$ cat src/bridge_cfg_defs.svh
// offsets, field positions, reset values of the bridge config group
`ifndef BRIDGE_CFG_DEFS_SVH
`define BRIDGE_CFG_DEFS_SVH

// dword offsets (byte addresses)
`define OFF_GPIO_DATA_CONTROL 8'h78
`define OFF_SEC_IRQ_WORD 8'h7C
`define OFF_EXT_BUS_CAP 8'h80

// gpio word field positions
`define GPIO_OUT_CLR_LSB 12
`define GPIO_OUT_SET_LSB 16
`define GPIO_OE_CLR_LSB 20
`define GPIO_OE_SET_LSB 24
`define GPIO_IN_LSB 28
`define GPIO_RST 4'h0

// secondary interrupt word field positions
`define IRQ_ROUTING_LSB 0
`define IRQ_PIN_LSB 8
`define BURST_NEED_LSB 16
`define ACCESS_INTERVAL_LSB 24
`define IRQ_ROUTING_RST 8'h00
`define IRQ_PIN_FORWARD 8'h01
`define IRQ_PIN_REVERSE 8'h00
`define BURST_NEED_RST 8'h00
`define ACCESS_INTERVAL_RST 8'h00

// capability header and secondary status word
`define CAP_ID_LSB 0
`define CAP_NEXT_LSB 8
`define CAP_ID_VALUE 8'h07
`define CAP_NEXT_VALUE 8'h90
`define ST_WIDE_BUS_BIT 16
`define ST_FAST_CLK_BIT 17
`define ST_FLAG_LSB 18
`define ST_FLAG_COUNT 4
`define FLAG_SPLIT_DISCARD 0
`define FLAG_UNEXP_SPLIT 1
`define FLAG_SPLIT_OVERRUN 2
`define FLAG_SPLIT_DELAYED 3
`define ST_FLAG_RST 4'h0
`define ST_CLK_LSB 22
`define ST_CLK_RST 3'h0
`define ST_RESERVED_LSB 25

`endif

$ cat src/bridge_cfg_pkg.sv
// types shared by the bridge config group
`default_nettype none
package bridge_cfg_pkg;
   typedef logic [31:0] cfg_word_t;
   typedef logic [3:0] cfg_be_t;
   typedef logic [7:0] cfg_addr_t;
   typedef logic [7:0] cfg_byte_t;
   typedef logic [2:0] clk_code_t;
endpackage : bridge_cfg_pkg
`default_nettype wire

$ cat src/cfg_wr_if.sv
// decoded configuration write carried to the register sub-blocks
`default_nettype none
interface cfg_wr_if;
   import bridge_cfg_pkg::*;
   logic wr_gpio;
   logic wr_status;
   cfg_word_t wdata;
   cfg_be_t be;
   modport ctrl (output wr_gpio, output wr_status, output wdata, output be);
   modport regs (input wr_gpio, input wr_status, input wdata, input be);
endinterface : cfg_wr_if
`default_nettype wire

$ cat src/gpio_bank.sv
// general-purpose pins with set/clear control of levels and enables
`include "bridge_cfg_defs.svh"
`default_nettype none
module gpio_bank
   import bridge_cfg_pkg::*;
#(
   parameter int W = 4
)
(
   // clock and reset
   input wire logic sys_clk,
   input wire logic reset_n,
   // decoded writes
   cfg_wr_if.regs wr,
   // pins
   input wire logic [W-1:0] pin_in,
   output logic [W-1:0] out_q,
   output logic [W-1:0] oe_q,
   output logic [W-1:0] in_q
);
   logic [W-1:0] out_clr;
   logic [W-1:0] out_set;
   logic [W-1:0] oe_clr;
   logic [W-1:0] oe_set;

   // strobes per field, gated by their byte lane
   assign out_clr = wr.wdata[`GPIO_OUT_CLR_LSB +: W]
      & {W{wr.wr_gpio & wr.be[1]}};
   assign out_set = wr.wdata[`GPIO_OUT_SET_LSB +: W]
      & {W{wr.wr_gpio & wr.be[2]}};
   assign oe_clr = wr.wdata[`GPIO_OE_CLR_LSB +: W]
      & {W{wr.wr_gpio & wr.be[2]}};
   assign oe_set = wr.wdata[`GPIO_OE_SET_LSB +: W]
      & {W{wr.wr_gpio & wr.be[3]}};

   // output levels; set beats clear when both are written at once
   always_ff @(posedge sys_clk)
   begin
      if (!reset_n)
         out_q <= `GPIO_RST;
      else
         out_q <= (out_q & ~out_clr) | out_set;
   end

   // output enables, same set/clear policy
   always_ff @(posedge sys_clk)
   begin
      if (!reset_n)
         oe_q <= `GPIO_RST;
      else
         oe_q <= (oe_q & ~oe_clr) | oe_set;
   end

   // input levels registered for read-back
   always_ff @(posedge sys_clk)
   begin
      if (!reset_n)
         in_q <= `GPIO_RST;
      else
         in_q <= pin_in;
   end
endmodule : gpio_bank
`default_nettype wire

$ cat src/status_flags.sv
// sticky split-transaction flags, write one to clear
`include "bridge_cfg_defs.svh"
`default_nettype none
module status_flags
   import bridge_cfg_pkg::*;
#(
   parameter int N = 4
)
(
   // clock and reset
   input wire logic sys_clk,
   input wire logic reset_n,
   // decoded writes
   cfg_wr_if.regs wr,
   // events and flags
   input wire logic [N-1:0] set_evt,
   output logic [N-1:0] flag_q
);
   genvar i;
   generate
      for (i = 0; i < N; i++)
      begin : g_flag
         logic clr;
         // clear only from the status byte lane
         assign clr = wr.wr_status & wr.be[2] & wr.wdata[`ST_FLAG_LSB + i];
         // an event in the clearing cycle is kept: set wins
         always_ff @(posedge sys_clk)
         begin
            if (!reset_n)
               flag_q[i] <= 1'b0;
            else if (set_evt[i])
               flag_q[i] <= 1'b1;
            else if (clr)
               flag_q[i] <= 1'b0;
         end
      end
   endgenerate
endmodule : status_flags
`default_nettype wire

$ cat src/bridge_cfg_regs.sv
// gpio, secondary interrupt, capability header and secondary status regs
// Contract
// - four gpio pins: w1c/w1s levels and enables, inputs at 31:28, reset zero
// - 8-bit read-write secondary irq routing byte, forward only, resets zero; the code stores and reads it back in both modes
// - interrupt pin byte reads 01h in forward mode, 00h in reverse
// - burst need byte at 23:16, forward only, resets zero
// - access interval byte at 31:24, forward only, resets zero
// - capability identifier byte always reads 07h
// - next capability pointer byte always reads 90h
// - bit 16 is one in forward mode with wide strap high, else zero
// - bit 17 reads one in forward mode, zero in reverse
// - bit 18 sets on discarded split completion, forward only, clearable
// - bit 19 sets on unexpected split completion, reverse only
// - bit 20 sets when split completion is retried for buffer full
// - bit 21 sets when split request exceeds downstream commitment room
// - bits 24:22 give secondary clock code forward, zero in reverse
`include "bridge_cfg_defs.svh"
`default_nettype none
module bridge_cfg_regs
   import bridge_cfg_pkg::*;
#(
   parameter int GPIO_W = 4,
   parameter cfg_byte_t BURST_NEED = `BURST_NEED_RST,
   parameter cfg_byte_t ACCESS_INTERVAL = `ACCESS_INTERVAL_RST
)
(
   // clock and reset
   input wire logic sys_clk,
   input wire logic reset_n,
   // configuration access
   input wire logic cfg_rd,
   input wire logic cfg_wr,
   input wire cfg_addr_t cfg_addr,
   input wire cfg_be_t cfg_be,
   input wire cfg_word_t cfg_wdata,
   output cfg_word_t cfg_rdata_q,
   output logic cfg_rd_ack_q,
   // straps, sampled while reset is held
   input wire logic forward_mode,
   input wire logic wide_bus_strap,
   // secondary bus clock code from the clock detector
   input wire clk_code_t sec_clk_code,
   // split transaction events, one-cycle pulses
   input wire logic split_cpl_discard,
   input wire logic unexp_split_cpl,
   input wire logic split_cpl_overrun,
   input wire logic split_req_delayed,
   // general-purpose pins
   input wire logic [GPIO_W-1:0] gpio_in,
   output logic [GPIO_W-1:0] gpio_out_q,
   output logic [GPIO_W-1:0] gpio_oe_q,
   // interrupt routing for the interrupt controller side
   output cfg_byte_t sec_irq_routing_q
);
   cfg_wr_if wr_bus ();

   logic forward_q;
   logic wide_q;
   clk_code_t clk_code_q;
   cfg_byte_t irq_routing_q;
   logic [GPIO_W-1:0] gpio_in_q;
   logic [`ST_FLAG_COUNT-1:0] flag_set;
   logic [`ST_FLAG_COUNT-1:0] flag_q;
   logic [`ST_FLAG_COUNT-1:0] flag_vis;
   cfg_word_t rd_word;

   // dword match on the byte address; low two bits are ignored
   function automatic logic hit(input cfg_addr_t a, input cfg_addr_t off);
      hit = (a[7:2] == off[7:2]);
   endfunction : hit

   // place one byte into a lane of a word
   function automatic cfg_word_t lane(input cfg_byte_t b, input int lsb);
      lane = cfg_word_t'(b) << lsb;
   endfunction : lane

   // mode straps latched during reset so mode cannot shift mid-run
   always_ff @(posedge sys_clk)
   begin
      if (!reset_n)
      begin
         forward_q <= forward_mode;
         wide_q <= wide_bus_strap;
      end
   end

   // clock code registered so read data has a clean source
   always_ff @(posedge sys_clk)
   begin
      if (!reset_n)
         clk_code_q <= `ST_CLK_RST;
      else
         clk_code_q <= sec_clk_code;
   end

   // write decode handed to the sub-blocks
   assign wr_bus.wr_gpio = cfg_wr & hit(cfg_addr, `OFF_GPIO_DATA_CONTROL);
   assign wr_bus.wr_status = cfg_wr & hit(cfg_addr, `OFF_EXT_BUS_CAP);
   assign wr_bus.wdata = cfg_wdata;
   assign wr_bus.be = cfg_be;

   // general-purpose pins
   gpio_bank #(
      .W(GPIO_W)
   ) u_gpio (
      .sys_clk(sys_clk),
      .reset_n(reset_n),
      .wr(wr_bus),
      .pin_in(gpio_in),
      .out_q(gpio_out_q),
      .oe_q(gpio_oe_q),
      .in_q(gpio_in_q)
   );

   // routing byte; stored, read back and driven on sec_irq_routing_q in both modes
   always_ff @(posedge sys_clk)
   begin
      if (!reset_n)
         irq_routing_q <= `IRQ_ROUTING_RST;
      else if (cfg_wr & cfg_be[0] & hit(cfg_addr, `OFF_SEC_IRQ_WORD))
         irq_routing_q <= cfg_wdata[`IRQ_ROUTING_LSB +: 8];
   end
   assign sec_irq_routing_q = irq_routing_q;

   // events qualified by mode; flags that a mode forbids never set
   always_comb
   begin
      flag_set = '0;
      flag_set[`FLAG_SPLIT_DISCARD] = split_cpl_discard & forward_q;
      flag_set[`FLAG_UNEXP_SPLIT] = unexp_split_cpl & ~forward_q;
      flag_set[`FLAG_SPLIT_OVERRUN] = split_cpl_overrun;
      flag_set[`FLAG_SPLIT_DELAYED] = split_req_delayed;
   end

   // sticky flags, write one to clear
   status_flags #(
      .N(`ST_FLAG_COUNT)
   ) u_flags (
      .sys_clk(sys_clk),
      .reset_n(reset_n),
      .wr(wr_bus),
      .set_evt(flag_set),
      .flag_q(flag_q)
   );

   // mode-dependent visibility of the two one-sided flags
   always_comb
   begin
      flag_vis = flag_q;
      flag_vis[`FLAG_SPLIT_DISCARD] =
         flag_q[`FLAG_SPLIT_DISCARD] & forward_q;
      flag_vis[`FLAG_UNEXP_SPLIT] =
         flag_q[`FLAG_UNEXP_SPLIT] & ~forward_q;
   end

   // read data mux; unmapped offsets read as zero
   always_comb
   begin
      rd_word = '0;
      if (hit(cfg_addr, `OFF_GPIO_DATA_CONTROL))
      begin
         // set and clear fields read back the current state
         rd_word[`GPIO_OUT_CLR_LSB +: GPIO_W] = gpio_out_q;
         rd_word[`GPIO_OUT_SET_LSB +: GPIO_W] = gpio_out_q;
         rd_word[`GPIO_OE_CLR_LSB +: GPIO_W] = gpio_oe_q;
         rd_word[`GPIO_OE_SET_LSB +: GPIO_W] = gpio_oe_q;
         rd_word[`GPIO_IN_LSB +: GPIO_W] = gpio_in_q;
      end
      else if (hit(cfg_addr, `OFF_SEC_IRQ_WORD))
      begin
         rd_word = lane(irq_routing_q, `IRQ_ROUTING_LSB);
         rd_word = rd_word | lane(forward_q ? `IRQ_PIN_FORWARD
            : `IRQ_PIN_REVERSE, `IRQ_PIN_LSB);
         if (forward_q)
         begin
            rd_word = rd_word | lane(BURST_NEED, `BURST_NEED_LSB);
            rd_word = rd_word
               | lane(ACCESS_INTERVAL, `ACCESS_INTERVAL_LSB);
         end
      end
      else if (hit(cfg_addr, `OFF_EXT_BUS_CAP))
      begin
         rd_word = lane(`CAP_ID_VALUE, `CAP_ID_LSB);
         rd_word = rd_word | lane(`CAP_NEXT_VALUE, `CAP_NEXT_LSB);
         rd_word[`ST_WIDE_BUS_BIT] = forward_q & wide_q;
         rd_word[`ST_FAST_CLK_BIT] = forward_q;
         rd_word[`ST_FLAG_LSB +: `ST_FLAG_COUNT] = flag_vis;
         if (forward_q)
            rd_word[`ST_CLK_LSB +: 3] = clk_code_q;
         rd_word[31:`ST_RESERVED_LSB] = '0;
      end
   end

   // read answer registered, one cycle after the request
   always_ff @(posedge sys_clk)
   begin
      if (!reset_n)
      begin
         cfg_rdata_q <= '0;
         cfg_rd_ack_q <= 1'b0;
      end
      else
      begin
         cfg_rd_ack_q <= cfg_rd;
         if (cfg_rd)
            cfg_rdata_q <= rd_word;
      end
   end
endmodule : bridge_cfg_regs
`default_nettype wire

$ cat config.mk
export PLATFORM = sky130hd
export DESIGN_NAME = bridge_cfg_regs
export DESIGN_NICKNAME = d
export VERILOG_FILES = /design/src/bridge_cfg_pkg.sv /design/src/cfg_wr_if.sv /design/src/gpio_bank.sv /design/src/status_flags.sv /design/src/bridge_cfg_regs.sv
export VERILOG_INCLUDE_DIRS = /design/src
export SDC_FILE = /design/constraint.sdc
export NUM_CORES = 1
export LEC_CHECK = 0
export BUFFER_PORTS_ARGS = -buffer_cell sky130_fd_sc_hd__buf_2
export CAP_MARGIN = 25
export CORE_AREA = 2 2 68 87
export DETAILED_ROUTE_END_ITERATION = 7
export DIE_AREA = 0 0 70 89
export GPL_TIMING_DRIVEN = 1
export PLACE_DENSITY = 0.87
export SYNTH_ARGS = -nofsm -noshare
export SYNTH_HDL_FRONTEND = slang
export SYNTH_HIERARCHICAL = 1
export SYNTH_SLANG_ARGS = --single-unit
$ cat constraint.sdc
create_clock -name sys_clk -period 3.05 [get_ports sys_clk]
set_input_delay 0.61 -clock sys_clk [delete_from_list [all_inputs] [get_ports sys_clk]]
set_output_delay 0.61 -clock sys_clk [all_outputs]
set_load 0.05 [all_outputs]
==> key figures, run 1 <==
Die
  • Chip Width: 70 um
  • Initial Util: 0.4552
  • I/O pin count: 110
  • DIE HEIGHT: 89 um
  • Row Count: 30
  • Die ar.: 6230 um2
  • Core area: 5330 um2

Yosys
  • Syn_area_per_cell: 9.019 um2
  • Register area share after synthesis: 0.4951
  • Most frequent cell after synthesis: dfxtp_1
  • Synth Cell Area: 2426 um2
  • Area leader, netlist: dfxtp_1
  • Top_reg_cell synth: dfxtp_1
  • EDFF count, synth: 2
  • Post-synthesis cell type count: 36
  • Post-synth top area share: 0.4703
  • Synth Instances: 269
  • Commonest cells post-synth: dfxtp_1, nand2_1, a21oi_1
  • Warnings, synthesis: 6
  • Post-synth ARST share: 0
  • Ranking of synthesized cells by area: dfxtp_1, nand2_1, nand4_1
  • #FFs+latches synth: 59

Timing
  • Worst Skew: 7.830 ps
  • Slew Limit Headroom: 0.5281
  • Hold Vio Cnt, Final: 0
  • Setup TNS: 0 ps
  • RSZ-0062 raised after global routing: false
  • Worst Tran Pin Value: 706.0 ps
  • Endpoints failing setup: 0
  • Min cycle time layout: 1719 ps
  • Pins over their slew limit: 0
  • Fmax: 581.8 MHz
  • Final period util: 0.5635
  • Final setup margin: 1331 ps

Cells and area
  • Fill cell count: 485
  • Multi-input gate area: 1047 um2
  • Area Overhead vs Synth: 27.54%
  • Final std cells w/o fill: 428
  • Layout Nets: 420
  • Diodes inserted: 0
  • Layout cell share with drive strength beyond 1: 0.3352
  • FF+latch area: 1201 um2

Placed design
  • Routability cong.: 0.8257
  • Half-perimeter wire length after placement: 4409 um
  • Pre-CTS WS: 965.2 ps
  • IO Port Bufs: 96
  • Placed instance count: 412

Status
  • Run status: finished, final reports clean

CTS
  • CTS tree: built
  • Post-CTS resize count: 0
  • Clock Tree Buf Depth: 2
  • Clock Latency Late Sink: 330 ps
  • Postcts setup bufs: 0
  • # H-tree levels: 3
  • Clock sink count: 59
  • TritonCTS Buffers: 9
  • CTS clk-pin slew, worst paths: 70 ps
  • CTS hold repair buffers: 0
  • Clock root buffer: clkbuf_8

Route
  • WL/cell: 14.68 um
  • Vias per cell: 5.418
  • DRC viols: 0
  • Routed vias: 2319
  • Drt first pass iters: 4
  • DRT antenna net count: 0
  • 1st-iter DRT viols: 95
  • Detailed Route WL: 6283 um

Worst setup path
  • R2r startpoint: forward_q
  • Worst reg2reg path depth: 3
  • Startpoint Class: input pin
  • Crit end category: flop
  • CP arrival: 1930 ps
  • Critical path class: input pin to flop
  • Reg-to-reg slack, setup: 1680 ps
  • Worst Path Required: 3270 ps
  • Worst-path fanout max: 8
  • Worst reg2reg endpoint: cfg_rdata_q[18]

Power and ir drop
  • Clock power frac: 0.439
  • Leak: 0.001378 uW
  • Internal: 1290 uW
  • Switching pwr: 412.0 uW
  • Tot Pwr: 1702 uW
  • Max VDD drop: 398.6 uV
  • Sw frac: 0.2421
  • Seq pwr share: 0.472
  • Power Dens Cells: 550.0 nW/um2
  • Combinational Power Share: 0.089

GRT
  • Met1 Use GR: 0.2272
  • Most Used Layer, Global Route: met2
  • Met3 usage in global routing: 0.05637
  • Largest net degree at the start of global routing: 52
  • Remaining Overflow, GRT: 0
  • Vias in the first global route: 2184
  • First-pass GRT wire length: 10080 um
  • Met2 Use GR: 0.3714
  • Initial antenna violation count: 0
  • Total Routing Usage GR: 0.2055

Min path
  • Hold EP: forward_q
  • Min-Delay Path Class: input pin to flop
  • Min-delay src: forward_mode
  • Hold path depth: 1

Job
  • Max-Cap Viols: 0
[logic make-up after synthesis]
group / synth area share
mux: 0.03301
compound gates: 0.1511
buf+inv: 0.07632
flops: 0.4951
simple gates: 0.2429
other cells: 0.001546
[power by group through the flow]
stage,Sequential (uW),Combinational [uW],Clock (uW)
after CTS,803,152,760
after detailed placement,820,151,0
final,803,151,747
after global routing,805,165,793
after global placement,820,149,0
after floorplan,843,72.3,0
[through the flow]
stage	utilization	hold WS, ps	instance area [um2]
6_report	0.5805	450.4	3094
5_1_grt	0.5805	438.0	3094
4_1_cts	0.5805	438.0	3094
3_5_place_dp	0.5404	444.3	2880
3_3_place_gp	0.5404	435.0	2880
2_1_floorplan	-	427.4	2434
[final cells by class]
class / instances / area share
Clock buffer: 12 / 0.05378
Clock inverter: 4 / 0.01537
Inverter: 9 / 0.01092
Multi-Input combinational cell: 179 / 0.3385
Sequential cell: 59 / 0.3882
Tap cell: 64 / 0.02588
Timing Repair Buffer: 101 / 0.1674
[routing by layer]
metal / part of all wire / vias to the layer above
li1: - / 1142
met1: 0.40 / 1072
met2: 0.51 / 93
met3: 0.065 / 12
met4: 0.018 / 0
met5: 0 / -
[flip-flops by register name (all words and copies together) (netlist names)]
signal             cells
cfg_rdata_q           29
sec_irq_routing_q      8
u_flags/flag_q         4
u_gpio/in_q            4
u_gpio/oe_q            4
u_gpio/out_q           4
clk_code_q             3
cfg_rd_ack_q           1
forward_q              1
wide_q                 1
[critical path: stages]
cell and delay, ps:
buf_2 140, nor4b_2 660, and3_1 270, and2_4 170
a31oi_1 80
[worst max path at each step]
stage	end	depth (start not counted)	slack, ps	startpoint
3_5_place_dp	u_flags/flag_q[2]	5	970	cfg_addr[3]
5_1_grt	u_gpio/oe_q[3]	6	1210	cfg_addr[3]
3_3_place_gp	u_flags/flag_q[1]	5	1030	cfg_addr[3]
2_1_floorplan	u_gpio/oe_q[0]	7	1180	cfg_addr[4]
6_report	u_flags/flag_q[3]	5	1330	cfg_addr[3]
4_1_cts	u_flags/flag_q[3]	5	1320	cfg_addr[3]
[cell usage in the layout (no fill, tap or decap), drive strengths merged, types with 10 or more instances in the layout]
cell    instances
buf           101
dfxtp          57
nand2          42
a21oi          18
nand4          17
a31oi          16
nand3          14
o21ai          13
clkbuf         12
and2           10
Power figures use the tool's default switching activity.
==> inputs of run 2 (changes only) <==
--- a/config.mk
+++ b/config.mk
@@ -8,11 +8,11 @@
 export LEC_CHECK = 0
 export BUFFER_PORTS_ARGS = -buffer_cell sky130_fd_sc_hd__buf_2
 export CAP_MARGIN = 25
-export CORE_AREA = 2 2 68 87
+export CORE_AREA = 2 2 71 90
 export DETAILED_ROUTE_END_ITERATION = 7
-export DIE_AREA = 0 0 70 89
+export DIE_AREA = 0 0 73 92
 export GPL_TIMING_DRIVEN = 1
-export PLACE_DENSITY = 0.87
+export PLACE_DENSITY = 0.85
 export SYNTH_ARGS = -nofsm -noshare
 export SYNTH_HDL_FRONTEND = slang
 export SYNTH_HIERARCHICAL = 1
==> constraint.sdc (replaced) <==
create_clock -name sys_clk -period 1.5 [get_ports sys_clk]
set_input_delay 0.3 -clock sys_clk [delete_from_list [all_inputs] [get_ports sys_clk]]
set_output_delay 0.3 -clock sys_clk [all_outputs]
set_load 0.05 [all_outputs]
==> run 2 against run 1 <==
Clock-buffer cell count decreased by 1; non-clock buffer count up 13; worst hold slack got worse by 290 ps; clock skew fell by 0.84 ps; sequential share of layout area fell by 1.2 points; total power increased by 98%; core utilization fell by 4.6 points; die area increased by 7.8%; critical path depth is 4 lower.
==> key figures, run 2 (same netlist as run 1, synthesis figures left out) <==
Route
  • Drt first pass iters: 4 (unchanged)
  • 1st-iter DRT viols: 87 (-8.4%)
  • Routed vias: 2335 (+0.69%)
  • DRT antenna net count: 0 (unchanged)
  • DRC viols: 0 (unchanged)
  • WL/cell: 14.56 um (-0.85%)
  • Detailed Route WL: 6477 um (+3.1%)
  • Vias per cell: 5.247 (-3.2%)

GRT
  • Met3 usage in global routing: 0.04945 (-0.006919)
  • Met2 Use GR: 0.3431 (-0.02834)
  • Largest net degree at the start of global routing: 22 (-58%)
  • First-pass GRT wire length: 10480 um (+4.0%)
  • Remaining Overflow, GRT: 0 (unchanged)
  • Met1 Use GR: 0.2315 (+0.004305)
  • Initial antenna violation count: 0 (unchanged)
  • Most Used Layer, Global Route: met2
  • Total Routing Usage GR: 0.2023 (-0.003183)
  • Vias in the first global route: 2274 (+4.1%)

Timing
  • Min cycle time layout: 1354 ps
  • Final period util: 0.9025
  • Hold Vio Cnt, Final: 0 (unchanged)
  • RSZ-0062 raised after global routing: false
  • Hold WS: 155.5 ps (-294.9 ps)
  • Worst Skew: 6.992 ps (-0.8382 ps)
  • Endpoints failing setup: 0 (unchanged)
  • Fmax: 738.7 MHz
  • Pins over their slew limit: 0 (unchanged)

CTS
  • CTS tree: built
  • TritonCTS Buffers: 9 (unchanged)
  • Clock sink count: 59 (unchanged)
  • Postcts setup bufs: 0 (unchanged)
  • # H-tree levels: 3 (unchanged)
  • CTS clk-pin slew, worst paths: 60 ps (about the same)
  • Clock Tree Buf Depth: 2 (unchanged)
  • Clock root buffer: clkbuf_8
  • Clock Latency Late Sink: 330 ps (about the same)
  • Post-CTS resize count: 0 (unchanged)
  • CTS hold repair buffers: 0 (unchanged)

Cells and area
  • FF+latch area: 1201 um2 (unchanged)
  • Multi-input gate area: 1047 um2 (unchanged)
  • Layout cell share with drive strength beyond 1: 0.3581 (+0.02293)
  • Top reg by flops: cfg_rdata_q
  • Diodes inserted: 0 (unchanged)
  • Final Instance Area: 3189 um2 (+3.1%)
  • Most frequent cells in the layout: buf_2, dfxtp_1, nand2_1
  • Commonest non-fill, non-tap cell in the layout: buf_2
  • Max FFs per register: 29 (unchanged)
  • Fill cell count: 558 (+15%)
  • Area Overhead vs Synth: 31.46%
  • Layout Nets: 433 (+3.1%)

Status
  • Run status: finished, final reports clean

Worst setup path
  • Worst Path Required: 1200 ps (-2070 ps)
  • Critical path class: flop to primary output
  • CP arrival: 1050 ps (-880 ps)
  • CP Cell Sequence: buf_2
  • Worst-path fanout max: 4 (-4)
  • CP delay by family, top: flip-flops
  • Critical path buffers and inverters: 1 (unchanged)
  • Critical-path cell with the highest stage delay: dfxtp_1
  • Crit end category: primary output
  • CP peak stage delay: 420 ps (-240 ps)
  • Startpoint Class: flop

Power and ir drop
  • Max VDD drop: 564.4 uV (+42%)
  • Sw frac: 0.2453 (+0.003231)
  • Power Dens Cells: 1056 nW/um2 (+92%)
  • Leak: 0.001439 uW (+4.4%)
  • Internal: 2542 uW (+97%)
  • Combinational Power Share: 0.099 (+0.010)
  • Switching pwr: 826.2 uW (+100%)
  • Clock power frac: 0.416 (-0.023)
  • Seq pwr share: 0.485 (+0.013)

Placed design
  • Routability cong.: 0.8042 (-2.6%)
  • Half-perimeter wire length after placement: 4888 um (+11%)
  • Placed Area: 2995 um2 (+4.0%)
  • IO Port Bufs: 96 (unchanged)

Die
  • Row Count: 32 (+6.7%)
  • Die ar.: 6716 um2 (+7.8%)
  • I/O pin count: 110 (unchanged)
  • Initial Util: 0.4067 (-0.04849)
  • DIE HEIGHT: 92 um (+3.4%)
  • Core area: 5966 um2 (+12%)
  • Chip Width: 73 um (+4.3%)

Job
  • Max-Cap Viols: 0 (unchanged)

Min path
  • Min-Delay Path Class: input pin to flop
[run 2: power by group through the flow]
stage	Sequential (uW)	Clock [uW]	Combinational (uW)
after detailed placement	1670	0	335
after CTS	1630	1440	336
final	1630	1400	335
after global routing	1630	1490	366
after global placement	1670	0	329
after floorplan	1710	0	148
[run 2: cell type report]
type                            count  area share
Clock buffer                       11     0.04433
Tap cell                           68     0.02668
Inverter                            9     0.01059
Sequential cell                    59      0.3766
Clock inverter                      5     0.01648
Timing Repair Buffer              114      0.1969
Multi-Input combinational cell    179      0.3284
[run 2: path summary, 6_finish.rpt]
path | from | slack, ps | cells after the start | to
setup / recovery | u_gpio/out_q[1] | 150 | 1 | gpio_out_q[1]
hold / removal | forward_mode | 160 | 1 | forward_q
hold reg to reg | clk_code_q[1] | 460 | 2 | cfg_rdata_q[23]
setup reg to reg | forward_q | 250 | 3 | cfg_rdata_q[18]
[run 2: per-layer routing]
metal / vias to the layer above / part of all wire
met5: - / 0
met4: 0 / 0.015
met3: 6 / 0.055
met2: 76 / 0.53
met1: 1094 / 0.40
li1: 1159 / -
[run 2: through the flow]
step           utilization  TNS [ps]  cells  setup slack [ps]  power (uW)
2_1_floorplan            -    -11.41    271            -2.852        1863
3_3_place_gp        0.5021    -176.8    429            -47.90        1995
4_1_cts             0.5346         0    445             124.7        3411
6_report            0.5346         0    445             146.3        3368
3_5_place_dp        0.5021    -376.8    429            -76.04        2002
5_1_grt             0.5346         0    445             112.2        3488
[run 2: worst reg2reg max path, stage by stage (launching register included)]
cell and delay, ps:
edfxtp_1 430, nor3b_2 230, and4_1 200, o31a_1 280
==> inputs of run 3 (changes only) <==
--- a/config.mk
+++ b/config.mk
@@ -6,13 +6,14 @@
 export SDC_FILE = /design/constraint.sdc
 export NUM_CORES = 1
 export LEC_CHECK = 0
+export ABC_AREA = 1
 export BUFFER_PORTS_ARGS = -buffer_cell sky130_fd_sc_hd__buf_2
 export CAP_MARGIN = 25
-export CORE_AREA = 2 2 71 90
+export CORE_AREA = 2 2 72 91
 export DETAILED_ROUTE_END_ITERATION = 7
-export DIE_AREA = 0 0 73 92
+export DIE_AREA = 0 0 74 93
 export GPL_TIMING_DRIVEN = 1
-export PLACE_DENSITY = 0.85
+export PLACE_DENSITY = 0.83
 export SYNTH_ARGS = -nofsm -noshare
 export SYNTH_HDL_FRONTEND = slang
 export SYNTH_HIERARCHICAL = 1
==> constraint.sdc (replaced) <==
create_clock -name sys_clk -period 1.11 [get_ports sys_clk]
set_input_delay 0.222 -clock sys_clk [delete_from_list [all_inputs] [get_ports sys_clk]]
set_output_delay 0.222 -clock sys_clk [all_outputs]
set_load 0.05 [all_outputs]
==> run 3 against run 2 <==
Wire length up 1.3%; total power up 41%; non-clock buffer count up 3; setup slack worse by 130 ps; register-to-register slack worse by 150 ps; global-route usage down 0.28 points.
==> key figures, run 3 <==
Power and ir drop
  • Sw frac: 0.2433 (-0.002014)
  • Leak: 0.001708 uW (+19%)
  • Internal: 3597 uW (+42%)
  • Power Dens Cells: 1291 nW/um2 (+22%)
  • Combinational Power Share: 0.111 (+0.012)
  • Seq pwr share: 0.465 (-0.020)
  • Switching pwr: 1157 uW (+40%)
  • Max VDD drop: 935.9 uV (+66%)
  • Clock power frac: 0.424 (+0.008)

Worst setup path
  • Critical path class: flop to primary output
  • Startpoint Class: flop
  • Critical-path cell with the highest stage delay: dfxtp_1
  • Worst Path Required: 890 ps (-310 ps)
  • Crit end category: primary output
  • Worst-path fanout max: 2 (-2)
  • CP arrival: 870 ps (-180 ps)
  • Critical path buffers and inverters: 1 (unchanged)
  • CP Cell Sequence: buf_6
  • Worst reg2reg path depth: 6 (+3)
  • CP peak stage delay: 360 ps (-60 ps)
  • CP delay by family, top: flip-flops
  • Path length in cells of the critical path: 1 (unchanged)

Die
  • Initial Util: 0.4019 (-0.004766)
  • Die ar.: 6882 um2 (+2.5%)
  • Core area: 6046 um2 (+1.3%)
  • Row Count: 32 (unchanged)
  • I/O pin count: 110 (unchanged)
  • Chip Width: 74 um (+1.4%)
  • DIE HEIGHT: 93 um (+1.1%)

Yosys
  • Top_reg_cell synth: dfxtp_1
  • Register area share after synthesis: 0.4943 (-0.0007648)
  • #FFs+latches synth: 59 (unchanged)
  • Most frequent cell after synthesis: nand2_1
  • Post-synth ARST share: 0 (unchanged)
  • EDFF count, synth: 2 (unchanged)
  • Warnings, synthesis: 6 (unchanged)
  • Synth Instances: 323 (+20%)
  • Post-synthesis cell type count: 24 (-33%)
  • Syn_area_per_cell: 7.523 um2 (-17%)
  • Ranking of synthesized cells by area: dfxtp_1, nand2_1, a21oi_1
  • Area leader, netlist: dfxtp_1
  • Post-synth top area share: 0.4696 (-0.0007266)
  • Synth Cell Area: 2430 um2 (+0.15%)
  • Commonest cells post-synth: nand2_1, dfxtp_1, a21oi_1

Placed design
  • Half-perimeter wire length after placement: 4887 um (about the same)
  • Placed Area: 3153 um2 (+5.3%)
  • IO Port Bufs: 96 (unchanged)
  • Routability cong.: 0.8330 (+3.6%)
  • Pre-CTS WS: -218.4 ps (-142.4 ps)

Cells and area
  • Fill cell count: 508 (-9.0%)
  • Top reg by flops: cfg_rdata_q
  • Final Instance Area: 3681 um2 (+15%)
  • Most frequent cells in the layout: nand2_1, buf_2, a21oi_1
  • Diodes inserted: 0 (unchanged)
  • Layout cell share with drive strength beyond 1: 0.4082 (+0.05007)
  • Final core occ: 0.6089 (+0.07425)
  • Commonest non-fill, non-tap cell in the layout: nand2_1
  • Max FFs per register: 29 (unchanged)
  • Area Overhead vs Synth: 51.49%
  • Layout Nets: 498 (+15%)

CTS
  • CTS tree: built
  • CTS clk-pin slew, worst paths: 70 ps (about the same)
  • TritonCTS Buffers: 9 (unchanged)
  • Clock root buffer: clkbuf_8
  • Clock Latency Late Sink: 340 ps (about the same)
  • Clock sink count: 59 (unchanged)
  • # H-tree levels: 3 (unchanged)
  • Clock Tree Buf Depth: 2 (unchanged)

GRT
  • Largest net degree at the start of global routing: 18 (-18%)
  • Total Routing Usage GR: 0.1995 (-0.002820)
  • First-pass GRT wire length: 10430 um (-0.47%)
  • Remaining Overflow, GRT: 0 (unchanged)
  • Initial antenna violation count: 0 (unchanged)
  • Vias in the first global route: 2387 (+5.0%)

Route
  • DRT antenna net count: 0 (unchanged)
  • Vias per cell: 4.702 (-10%)
  • Routed vias: 2473 (+5.9%)
  • DRC viols: 0 (unchanged)
  • 1st-iter DRT viols: 127 (+46%)
  • Detailed Route WL: 6562 um (+1.3%)
  • WL/cell: 12.48 um (-14%)
  • Drt first pass iters: 4 (unchanged)

Timing
  • Endpoints failing setup: 0 (unchanged)
  • RSZ-0062 raised after global routing: false
  • Final period util: 0.9873
  • Worst Skew: 3.337 ps (-3.655 ps)
  • Hold WS: 62.57 ps (-92.90 ps)
  • Pins over their slew limit: 0 (unchanged)
  • Fmax: 912.5 MHz
  • Hold Vio Cnt, Final: 0 (unchanged)
  • Min cycle time layout: 1096 ps
  • Final setup margin: 14.11 ps (-132.2 ps)

Status
  • Run status: finished, final reports clean

Min path
  • Min-Delay Path Class: input pin to flop
  • Hold path depth: 1 (unchanged)

Job
  • Max-Cap Viols: 0 (unchanged)
## run 3: cell count changes after synthesis, moves of 9 or more
cell     before  now
nor2_1        2   21
nand2_1      42   76
nand4_1      17    3
and2_1        9    0
inv_1         8   39
a21oi_1      18   43
nand3_1      14   38
a31oi_1      16    0
## run 3: routing by layer
metal  share of wire  routed length (um)  GRT usage
met4           0.029                 193     0.1000
met1            0.39                2555     0.2165
met2            0.52                3407     0.3445
met5               0                   0          0
met3           0.062                 406    0.05819
## run 3: power groups by stage
stage / combinational (uW) / clock [uW] / sequential (uW)
finish: 527 / 2020 / 2210
global route: 575 / 2150 / 2210
CTS: 515 / 2040 / 2210
detailed placement: 494 / 0 / 2250
global placement: 484 / 0 / 2250
floorplan: 208 / 0 / 2320
## run 3: layout make-up
class | count | area [um2] | area share
Clock buffer | 13 | 168.9 | 0.04589
Timing Repair Buffer | 117 | 952.2 | 0.2587
Clock inverter | 2 | 35.03 | 0.009517
Sequential cell | 59 | 1241 | 0.3372
Multi-Input combinational cell | 210 | 1015 | 0.2757
Tap cell | 85 | 106.4 | 0.02889
Inverter | 40 | 162.7 | 0.04419
## run 3: path summary, 6_finish.rpt
| path | start | slack (ps) | end |
|---|---|---|---|
| max | cfg_rdata_q[19] | 10 | cfg_rdata_q[19] |
| min | wide_bus_strap | 60 | wide_q |
| max reg2reg | forward_q | 100 | cfg_rdata_q[22] |
| min reg2reg | u_gpio/in_q[3] | 430 | cfg_rdata_q[31] |
## run 3: per-stage QoR
stage          total power, uW  setup TNS, ps  std cells
3_3_place_gp              2735          -3878        511
5_1_grt                   4943              0        526
6_report                  4754              0        526
4_1_cts                   4760              0        526
3_5_place_dp              2748          -5508        511
2_1_floorplan             2533         -516.6        325
## run 3: timing repair
item	in CTS	in global routing
pin swaps	0	1
setup endpoints to repair	46	35
setup buffers	0	1
resized for setup	76	46
hold buffers	0	0
## run 3: cell families after synthesis
| group | count (synthesis) | synth area share |
|---|---|---|
| simple gates | 151 | 0.2842 |
| flops | 59 | 0.4943 |
| compound gates | 56 | 0.1153 |
| buf+inv | 56 | 0.1045 |
| other cells | 1 | 0.001543 |
